$ cat src/core/dpt_pkg.sv
// Purpose: constants for the dual programmable timer block
// Assumes: 32-bit avalon-mm bus, each register one aligned word at four times its index
// Notes: offsets are register indices; byte address is index * 4
// How it works
// - underflow sets its flag and requests interrupt
// - cleared enable blocks request, flag still sets
// - one shared two-bit priority for both timers
// - timer 1 vector 000006, timer 0 vector 000008
// - chained mode: only timer 1 flag, on 16-bit underflow
// - clock output toggles on each selected underflow
// - source select 0 picks timer 0, 1 timer 1
// - chained mode: 16-bit underflow drives clock output
// - enable drives clock to pin, else pin high
// - output gating may glitch half an output cycle
// - timer 1 underflow clocks the serial interface
// - source select 1 fast, 0 slow, reset 0
// - divider code divides by 1, 4, 16, 64
// - run bit 1 counts, 0 holds, reset 0
// - reload registers read/write, reset to all ones
// - count readouts read-only, reset to all ones
// - enables in bits 7 and 6, reset 0
// - flags in bits 7 and 6, reset 0
// - continuous reloads and runs; one-shot reloads and stops
// - chained: timer 0 low byte, timer 0 controls
// - preset copies reload to counter, reads zero
package dpt_pkg;
    localparam int DPT_ADDR_W = 18;
    localparam logic [15:0] DPT_IDX_PRIO = 16'hff21;
    localparam logic [15:0] DPT_IDX_IEN = 16'hff23;
    localparam logic [15:0] DPT_IDX_FLAG = 16'hff25;
    localparam logic [15:0] DPT_IDX_MODE = 16'hff30;
    localparam logic [15:0] DPT_IDX_CTRL0 = 16'hff31;
    localparam logic [15:0] DPT_IDX_CTRL1 = 16'hff32;
    localparam logic [15:0] DPT_IDX_RLD0 = 16'hff33;
    localparam logic [15:0] DPT_IDX_RLD1 = 16'hff34;
    localparam logic [15:0] DPT_IDX_CNT0 = 16'hff35;
    localparam logic [15:0] DPT_IDX_CNT1 = 16'hff36;
    // mode register fields
    localparam int DPT_B_CHAIN = 4;
    localparam int DPT_B_CLKOUT_SOURCE_SELECT = 3;
    localparam int DPT_B_CKEN = 2;
    localparam int DPT_B_SRC1 = 1;
    localparam int DPT_B_SRC0 = 0;
    // timer control fields
    localparam int DPT_B_DIVHI = 4;
    localparam int DPT_B_DIVLO = 3;
    localparam int DPT_B_CONT = 2;
    localparam int DPT_B_PSET = 1;
    localparam int DPT_B_RUN = 0;
    // priority, enable and flag fields
    localparam int DPT_B_PRIOHI = 3;
    localparam int DPT_B_PRIOLO = 2;
    localparam int DPT_B_T1 = 7;
    localparam int DPT_B_T0 = 6;
    // reset values
    localparam logic [7:0] DPT_RLD_RST = 8'hff;
    localparam logic [7:0] DPT_CNT_RST = 8'hff;
    localparam logic [1:0] DPT_DIV_RST = 2'h0;
    // interrupt vectors
    localparam logic [23:0] DPT_VEC_T1 = 24'h000006;
    localparam logic [23:0] DPT_VEC_T0 = 24'h000008;
    // prescaler terminal masks for /1, /4, /16, /64
    localparam logic [5:0] DPT_MASK_D1 = 6'h00;
    localparam logic [5:0] DPT_MASK_D4 = 6'h03;
    localparam logic [5:0] DPT_MASK_D16 = 6'h0f;
    localparam logic [5:0] DPT_MASK_D64 = 6'h3f;
endpackage : dpt_pkg

$ cat src/core/dpt_timer.sv
// Purpose: two 8-bit down timers, chainable to 16 bits, with flags, clock output and serial clock
// Assumes: oscillator inputs are one-cycle tick strobes synchronous to i_ref_clk
// Notes: avalon-mm slave, one wait cycle per access, data in the low byte
`timescale 1ns/100ps
module dpt_timer
    import dpt_pkg::*;
(
    input wire logic i_ref_clk,
    input wire logic i_srst,
    input wire logic [DPT_ADDR_W-1:0] i_avs_address,
    input wire logic i_avs_read,
    input wire logic i_avs_write,
    input wire logic [31:0] i_avs_writedata,
    input wire logic [3:0] i_avs_byteenable,
    output logic [31:0] o_avs_readdata,
    output logic o_avs_waitrequest,
    input wire logic i_slow_oscillator,
    input wire logic i_fast_oscillator,
    output logic o_t0_irq,
    output logic o_t1_irq,
    output logic [1:0] o_irq_prio,
    output logic [23:0] o_irq_vector,
    output logic o_divided_clock_out,
    output logic o_shared_output_pin,
    output logic o_serial_clk
);

    // prescaler hit: counter has reached the terminal value for the code
    function automatic logic psc_hit(input logic [5:0] cnt, input logic [1:0] code);
        logic [5:0] m;
        case (code)
            2'h0: m = DPT_MASK_D1;
            2'h1: m = DPT_MASK_D4;
            2'h2: m = DPT_MASK_D16;
            default: m = DPT_MASK_D64;
        endcase
        return (cnt & m) == m;
    endfunction

    logic wait_q;
    logic [31:0] rdata_q;
    logic [4:0] mode_q;
    logic [1:0] prio_q;
    logic [1:0] ien_q;
    logic [1:0] flag_q;
    logic [1:0] div0_q, div1_q;
    logic t0_repeat_select_q, t1_repeat_select_q, run0_q, run1_q;
    logic [7:0] rld0_q, rld1_q, cnt0_q, cnt1_q;
    logic [5:0] psc0_q, psc1_q;
    logic hold_q;
    logic [7:0] hold_val_q;
    logic divided_clock_out_q, pin_q, ser_q, t0_irq_q, t1_irq_q;
    logic [1:0] prio_out_q;
    logic [23:0] vec_q;
    logic chain, req, wr_en, rd_ack, wr_lo;
    logic [15:0] idx;
    logic src0, src1, tick0, tick1, uf0, uf1, uf16, t1_ev, t0_ev, ck_ev;
    logic t0_load_strobe, t1_load_strobe;
    logic [7:0] wdat;
    logic [31:0] rdata_d;

    // bus decode: one wait cycle, access completes when waitrequest is low
    assign req = i_avs_read | i_avs_write;
    assign idx = i_avs_address[DPT_ADDR_W-1:2];
    assign wr_en = i_avs_write & ~wait_q;
    assign wr_lo = wr_en & i_avs_byteenable[0];
    assign rd_ack = i_avs_read & ~wait_q;
    assign wdat = i_avs_writedata[7:0];
    assign chain = mode_q[DPT_B_CHAIN];

    // waitrequest drops for exactly one cycle per request
    always_ff @(posedge i_ref_clk) begin
        if (i_srst) begin
            wait_q <= 1'b1;
        end else begin
            wait_q <= ~(req & wait_q);
        end
    end

    // read data mux, unmapped indices read zero
    always_comb begin
        rdata_d = 32'h0;
        case (idx)
            DPT_IDX_PRIO: rdata_d[DPT_B_PRIOHI:DPT_B_PRIOLO] = prio_q;
            DPT_IDX_IEN: rdata_d[DPT_B_T1:DPT_B_T0] = ien_q;
            DPT_IDX_FLAG: rdata_d[DPT_B_T1:DPT_B_T0] = flag_q;
            DPT_IDX_MODE: rdata_d[4:0] = mode_q;
            DPT_IDX_CTRL0: rdata_d[4:0] = {div0_q, t0_repeat_select_q, 1'b0, run0_q};
            DPT_IDX_CTRL1: rdata_d[4:0] = {div1_q, t1_repeat_select_q, 1'b0, run1_q};
            DPT_IDX_RLD0: rdata_d[7:0] = rld0_q;
            DPT_IDX_RLD1: rdata_d[7:0] = rld1_q;
            DPT_IDX_CNT0: rdata_d[7:0] = cnt0_q;
            DPT_IDX_CNT1: rdata_d[7:0] = hold_q ? hold_val_q : cnt1_q;
            default: rdata_d = 32'h0;
        endcase
    end

    // read data captured while waiting, stands during the acknowledge cycle
    always_ff @(posedge i_ref_clk) begin
        if (i_srst) begin
            rdata_q <= 32'h0;
        end else if (i_avs_read & wait_q) begin
            rdata_q <= rdata_d;
        end
    end

    // chained readout: reading the low byte freezes the high byte until it is read
    always_ff @(posedge i_ref_clk) begin
        if (i_srst) begin
            hold_q <= 1'b0;
            hold_val_q <= DPT_CNT_RST;
        end else if (rd_ack && idx == DPT_IDX_CNT0 && chain) begin
            hold_q <= 1'b1;
            hold_val_q <= cnt1_q;
        end else if ((rd_ack && idx == DPT_IDX_CNT1) || !chain) begin
            hold_q <= 1'b0;
        end
    end

    // configuration registers written by software
    always_ff @(posedge i_ref_clk) begin
        if (i_srst) begin
            mode_q <= 5'h0;
            prio_q <= 2'h0;
            ien_q <= 2'h0;
            div0_q <= DPT_DIV_RST;
            div1_q <= DPT_DIV_RST;
            t0_repeat_select_q <= 1'b0;
            t1_repeat_select_q <= 1'b0;
            rld0_q <= DPT_RLD_RST;
            rld1_q <= DPT_RLD_RST;
        end else if (wr_lo) begin
            case (idx)
                DPT_IDX_PRIO: prio_q <= wdat[DPT_B_PRIOHI:DPT_B_PRIOLO];
                DPT_IDX_IEN: ien_q <= wdat[DPT_B_T1:DPT_B_T0];
                DPT_IDX_MODE: mode_q <= wdat[4:0];
                DPT_IDX_CTRL0: begin
                    div0_q <= wdat[DPT_B_DIVHI:DPT_B_DIVLO];
                    t0_repeat_select_q <= wdat[DPT_B_CONT];
                end
                DPT_IDX_CTRL1: begin
                    div1_q <= wdat[DPT_B_DIVHI:DPT_B_DIVLO];
                    t1_repeat_select_q <= wdat[DPT_B_CONT];
                end
                DPT_IDX_RLD0: rld0_q <= wdat;
                DPT_IDX_RLD1: rld1_q <= wdat;
                default: ;
            endcase
        end
    end

    // preset strobes, never stored
    assign t0_load_strobe = wr_lo && idx == DPT_IDX_CTRL0 && wdat[DPT_B_PSET];
    assign t1_load_strobe = wr_lo && idx == DPT_IDX_CTRL1 && wdat[DPT_B_PSET] && !chain;

    // source and prescaler: chained mode runs everything from timer 0 settings
    assign src0 = mode_q[DPT_B_SRC0] ? i_fast_oscillator : i_slow_oscillator;
    assign src1 = mode_q[DPT_B_SRC1] ? i_fast_oscillator : i_slow_oscillator;
    assign tick0 = run0_q & src0 & psc_hit(psc0_q, div0_q);
    assign tick1 = run1_q & ~chain & src1 & psc_hit(psc1_q, div1_q);

    // prescalers only advance while their timer runs
    always_ff @(posedge i_ref_clk) begin
        if (i_srst) begin
            psc0_q <= 6'h0;
            psc1_q <= 6'h0;
        end else begin
            if (!run0_q) begin
                psc0_q <= 6'h0;
            end else if (src0) begin
                psc0_q <= tick0 ? 6'h0 : psc0_q + 6'h1;
            end
            if (!run1_q || chain) begin
                psc1_q <= 6'h0;
            end else if (src1) begin
                psc1_q <= tick1 ? 6'h0 : psc1_q + 6'h1;
            end
        end
    end

    // underflow events
    assign uf0 = tick0 && cnt0_q == 8'h0;
    assign uf16 = chain && uf0 && cnt1_q == 8'h0;
    assign uf1 = tick1 && cnt1_q == 8'h0;
    assign t1_ev = chain ? uf16 : uf1;
    assign t0_ev = ~chain & uf0;
    assign ck_ev = chain ? uf16 : (mode_q[DPT_B_CLKOUT_SOURCE_SELECT] ? uf1 : uf0);

    // counters: preset beats counting, underflow reloads
    always_ff @(posedge i_ref_clk) begin
        if (i_srst) begin
            cnt0_q <= DPT_CNT_RST;
            cnt1_q <= DPT_CNT_RST;
        end else begin
            if (t0_load_strobe) begin
                cnt0_q <= rld0_q;
            end else if (tick0) begin
                if (cnt0_q != 8'h0) begin
                    cnt0_q <= cnt0_q - 8'h1;
                end else if (chain && !uf16) begin
                    cnt0_q <= 8'hff; // low byte borrows into the high byte
                end else begin
                    cnt0_q <= rld0_q;
                end
            end
            if (chain) begin
                if (t0_load_strobe || uf16) begin
                    cnt1_q <= rld1_q;
                end else if (uf0) begin
                    cnt1_q <= cnt1_q - 8'h1;
                end
            end else if (t1_load_strobe) begin
                cnt1_q <= rld1_q;
            end else if (tick1) begin
                cnt1_q <= (cnt1_q == 8'h0) ? rld1_q : cnt1_q - 8'h1;
            end
        end
    end

    // run bits: software write wins, one-shot underflow stops the timer
    always_ff @(posedge i_ref_clk) begin
        if (i_srst) begin
            run0_q <= 1'b0;
            run1_q <= 1'b0;
        end else begin
            if (wr_lo && idx == DPT_IDX_CTRL0) begin
                run0_q <= wdat[DPT_B_RUN];
            end else if (!t0_repeat_select_q && (chain ? uf16 : uf0)) begin
                run0_q <= 1'b0;
            end
            if (chain) begin
                run1_q <= 1'b0;
            end else if (wr_lo && idx == DPT_IDX_CTRL1) begin
                run1_q <= wdat[DPT_B_RUN];
            end else if (!t1_repeat_select_q && uf1) begin
                run1_q <= 1'b0;
            end
        end
    end

    // sticky flags: hardware set wins over a same-cycle write-one clear
    always_ff @(posedge i_ref_clk) begin
        if (i_srst) begin
            flag_q <= 2'h0;
        end else begin
            if (t1_ev) begin
                flag_q[1] <= 1'b1;
            end else if (wr_lo && idx == DPT_IDX_FLAG && wdat[DPT_B_T1]) begin
                flag_q[1] <= 1'b0;
            end
            if (t0_ev) begin
                flag_q[0] <= 1'b1;
            end else if (wr_lo && idx == DPT_IDX_FLAG && wdat[DPT_B_T0]) begin
                flag_q[0] <= 1'b0;
            end
        end
    end

    // interrupt requests, priority and vector toward the cpu
    always_ff @(posedge i_ref_clk) begin
        if (i_srst) begin
            t0_irq_q <= 1'b0;
            t1_irq_q <= 1'b0;
            prio_out_q <= 2'h0;
            vec_q <= DPT_VEC_T1;
        end else begin
            t0_irq_q <= flag_q[0] & ien_q[0];
            t1_irq_q <= flag_q[1] & ien_q[1];
            prio_out_q <= prio_q;
            vec_q <= (flag_q[1] & ien_q[1]) ? DPT_VEC_T1 : DPT_VEC_T0;
        end
    end

    // divided clock, pin gating and serial clock strobe
    always_ff @(posedge i_ref_clk) begin
        if (i_srst) begin
            divided_clock_out_q <= 1'b0;
            pin_q <= 1'b1;
            ser_q <= 1'b0;
        end else begin
            divided_clock_out_q <= ck_ev ? ~divided_clock_out_q : divided_clock_out_q;
            // gating is registered here, so switching cannot glitch shorter than a clock
            pin_q <= mode_q[DPT_B_CKEN] ? divided_clock_out_q : 1'b1;
            ser_q <= t1_ev;
        end
    end

    assign o_avs_readdata = rdata_q;
    assign o_avs_waitrequest = wait_q;
    assign o_t0_irq = t0_irq_q;
    assign o_t1_irq = t1_irq_q;
    assign o_irq_prio = prio_out_q;
    assign o_irq_vector = vec_q;
    assign o_divided_clock_out = divided_clock_out_q;
    assign o_shared_output_pin = pin_q;
    assign o_serial_clk = ser_q;
endmodule // dpt_timer

$ cat config.mk
export PLATFORM = sky130hd
export DESIGN_NAME = dpt_timer
export DESIGN_NICKNAME = d
export VERILOG_FILES = /design/src/core/dpt_pkg.sv /design/src/core/dpt_timer.sv
export SDC_FILE = /design/constraint.sdc
export NUM_CORES = 1
export LEC_CHECK = 0
export ABC_AREA = 1
export BUFFER_PORTS_ARGS = -buffer_cell sky130_fd_sc_hd__buf_2
export CORE_MARGIN = 1.5
export CORE_UTILIZATION = 40
export DETAILED_ROUTE_END_ITERATION = 7
export PLACE_DENSITY_LB_ADDON = 0.15
export SYNTH_ARGS = -nofsm -noshare
export SYNTH_HDL_FRONTEND = slang
export SYNTH_SLANG_ARGS = --single-unit
$ cat constraint.sdc
create_clock -name i_ref_clk -period 1.8 [get_ports i_ref_clk]
set_clock_uncertainty 0.15 [all_clocks]
set_input_delay 0.27 -clock i_ref_clk [delete_from_list [all_inputs] [get_ports i_ref_clk]]
set_output_delay 0.27 -clock i_ref_clk [all_outputs]
set_load 0.005 [all_outputs]
==> results.py <==
metrics = {
    "yosys": {
        "synth_flop_cell": "dfxtp_1",
        "seq_area_frac_synth_pct": 34.85,
        "syn_area_sq_mm": 0.005170,
        "postSynthAreaPerCell_sq_um": 6.785,
        "synth-edff-count": 0,
        "synth_top_area_cell": "dfxtp_1",
        "ys_seq_elements": 90,
        "synthTopCellsByArea": "dfxtp_1, nand2_1, buf_4, inv_1, nand3_1",
        "synth_top_area_share_pct": 34.85,
        "synth_warnings": 0,
        "synthCells": 762,
        "async_reset_ff_share_pct": 0,
        "synth_cell_types": 40,
    },
    "sta": {
        "finalCritPeriodShare_pct": 95.97,
        "period_needed_ps": 1727,
        "drv_slew": 0,
        "clock.fmax_ghz": 0.5789,
        "rsz0062_at_grt": "true",
        "hold_viol_final": 0,
        "hold_slack_ps": 59.23,
        "setup_viol": 0,
    },
    "layout": {
        "layout_common_cells": "nand2_1, buf_4, inv_1",
        "layout.filler_cells": 1298,
        "nets": 970,
        "final_area_sq_mm": 0.006764,
        "drive_gt1_share_pct": 27.11,
        "layout_commonest_cell": "nand2_1",
        "antenna_cells": 0,
        "utilization_pct": 53.60,
        "regArea_sq_mm": 0.001813,
        "syn2layout_area_growth_pct": 30.83,
        "multiInputGateArea_sq_mm": 0.002959,
    },
    "clock_tree": {
        "htreeDepth": 3,
        "cts_buffers": 9,
        "cts.clk_slew.worst_paths_ps": 70,
        "clk_path_buf_depth": 2,
        "cts_root_buf": "clkbuf_16",
        "cts.sinks": 90,
        "cts_tree": "yes",
        "clkLatencyLatePin_ps": 350,
    },
    "placed_design": {
        "gp_congestion": 0.9404,
        "dpl_cell_area_sq_mm": 0.006106,
        "dp_hpwl_mm": 12.20,
        "io_buffer_count": 49,
    },
    "worst_hold_path": {
        "hold_depth": 2,
        "hold_start": "i_srst",
        "holdPathEnd": "o_irq_prio[1]",
        "hp-class": "primary input to flip-flop",
    },
    "drt": {
        "drt_iter0_drc": 335,
        "drtPass1Iterations": 4,
        "vias": 5257,
        "drt.antenna.violating_nets": 0,
        "wl_mm": 15.99,
        "drc": 0,
        "vias_per_cell": 4.854,
        "wl_per_cell_um": 14.76,
    },
    "critical_path": {
        "reg2reg_slack_ps": 70,
        "endpoint_kind": "flip-flop",
        "critPathLaunchType": "flip-flop",
        "required_ps": 1950,
        "timing.rr.start": "cnt1_q[1]",
        "r2r-end": "cnt1_q[1]",
        "cp_max_fo": 5,
        "rr_worst_depth": 11,
        "worstSetupPathType": "flip-flop to flip-flop",
        "arrival_ps": 1880,
    },
    "flow_run": {
        "maxCapViolCount": 0,
    },
    "floorplanning": {
        "rows": 41,
        "initial_core_util_pct": 40.97,
        "die_w_um": 116.7,
        "core_sq_mm": 0.01262,
        "dieArea_sq_mm": 0.01362,
        "ios": 124,
        "die_y_um": 116.7,
    },
    "power": {
        "finalPower_mw": 4.282,
        "ir_drop_mv": 0.4118,
        "power.leakage_nw": 3.499,
        "power.density_mw_per_mm2": 633.0,
    },
    "grt": {
        "grt_max_degree": 54,
        "grt_overflow": 0,
        "antenna_found_initial": 0,
        "grt_pass1_wl_mm": 25.03,
        "grtUsageTotal_pct": 24.46,
        "grt_pass1_vias": 4946,
    },
    "outcome": {
        "status": "finished, final reports clean",
    },
}
-- cell families after synthesis --
| family | Yosys count | share of synthesized area, % |
|---|---|---|
| buf+inv | 162 | 15.32 |
| other cells | 1 | 0.07253 |
| mux | 1 | 0.1936 |
| fa+ha+maj | 4 | 0.9681 |
| xor+xnor | 16 | 2.711 |
| compound gates | 122 | 13.82 |
| simple gates | 366 | 32.07 |
| flops | 90 | 34.85 |
-- report_power, final --
| group | internal (mW) | switching, mW |
|---|---|---|
| combinational | 0.101 | 0.172 |
| clock | 1.10 | 0.901 |
| sequential | 2.00 | 0.00459 |
| total | 3.20 | 1.08 |
-- Yosys cell counts (6+ instances only) --
cell and count:
nand2_1 195, inv_1 92, dfxtp_1 90, nor2_1 66, nand3_1 58, buf_4 48, o21ai_0 41, a21oi_1 36
o211ai_1 27, nor3_1 14, xor2_1 14, clkbuf_1 10, a211oi_1 6, nand4_1 6, o21ai_1 6
-- per-stage QoR --
stage / setup WS (ps) / cells / setup TNS, ps
6_report: 72.52 / 1083 / 0
3_3_place_gp: -231.6 / 1054 / -4826
2_1_floorplan: 29.85 / 806 / 0
4_1_cts: 1.542 / 1074 / 0
5_1_grt: -45.58 / 1083 / -284.5
3_5_place_dp: -245.6 / 1054 / -5916
-- cell type report --
class / instances / share of cell area (%)
Timing Repair Buffer: 152 / 16.17
Tap cell: 172 / 3.182
Clock buffer: 9 / 3.330
Multi-Input combinational cell: 554 / 43.75
Clock inverter: 7 / 1.202
Inverter: 99 / 5.568
Sequential cell: 90 / 26.80
-- how the worst max path moves through the flow --
stage               startpoint                   to  slack [ps]  depth (start not counted)
finish               cnt1_q[1]            cnt1_q[1]          70                         11
global route         cnt0_q[1]            cnt0_q[2]         -50                         11
CTS                  cnt0_q[0]  o_divided_clock_out           2                         11
detailed placement   cnt0_q[1]            cnt1_q[4]        -250                         12
global placement     cnt0_q[0]            cnt1_q[5]        -230                         12
floorplan            cnt1_q[0]            cnt0_q[0]          30                          9
-- registers in the layout, summed over array words and instances (netlist names), 5 cells and up --
signal          count
psc1_q              6
mode_q              5
hold_val_q          8
psc0_q              6
cnt0_q              8
cnt1_q              8
rld1_q              8
rld0_q              8
o_avs_readdata      8
-- worst max-delay path, cell delays in order, from the launching register on --
cell     delay [ps]
dfxtp_2         330
inv_2            80
ha_4            150
nand3_4         110
nor3_4          220
nand3_4         170
buf_6           160
nand3_1          70
nand3_1          80
nand2_1          70
nand2_1          50
nand2_1          50
-- metal layers --
layer | vias to the layer above | GRT usage (%) | wire [um]
met5 | - | 0 | 0
met4 | 0 | 9.237 | 369
met3 | 24 | 3.062 | 539
li1 | 2673 | - | -
met2 | 117 | 41.99 | 7873
met1 | 2443 | 31.46 | 7206
-- repair_timing --
action	CTS	global route
pin swaps	4	13
endpoints found under the setup margin	21	30
hold buffers	2	0
resized for setup	18	52
setup buffers	2	9
hold endpoints to repair	1	0
Power figures use the tool's default switching activity.
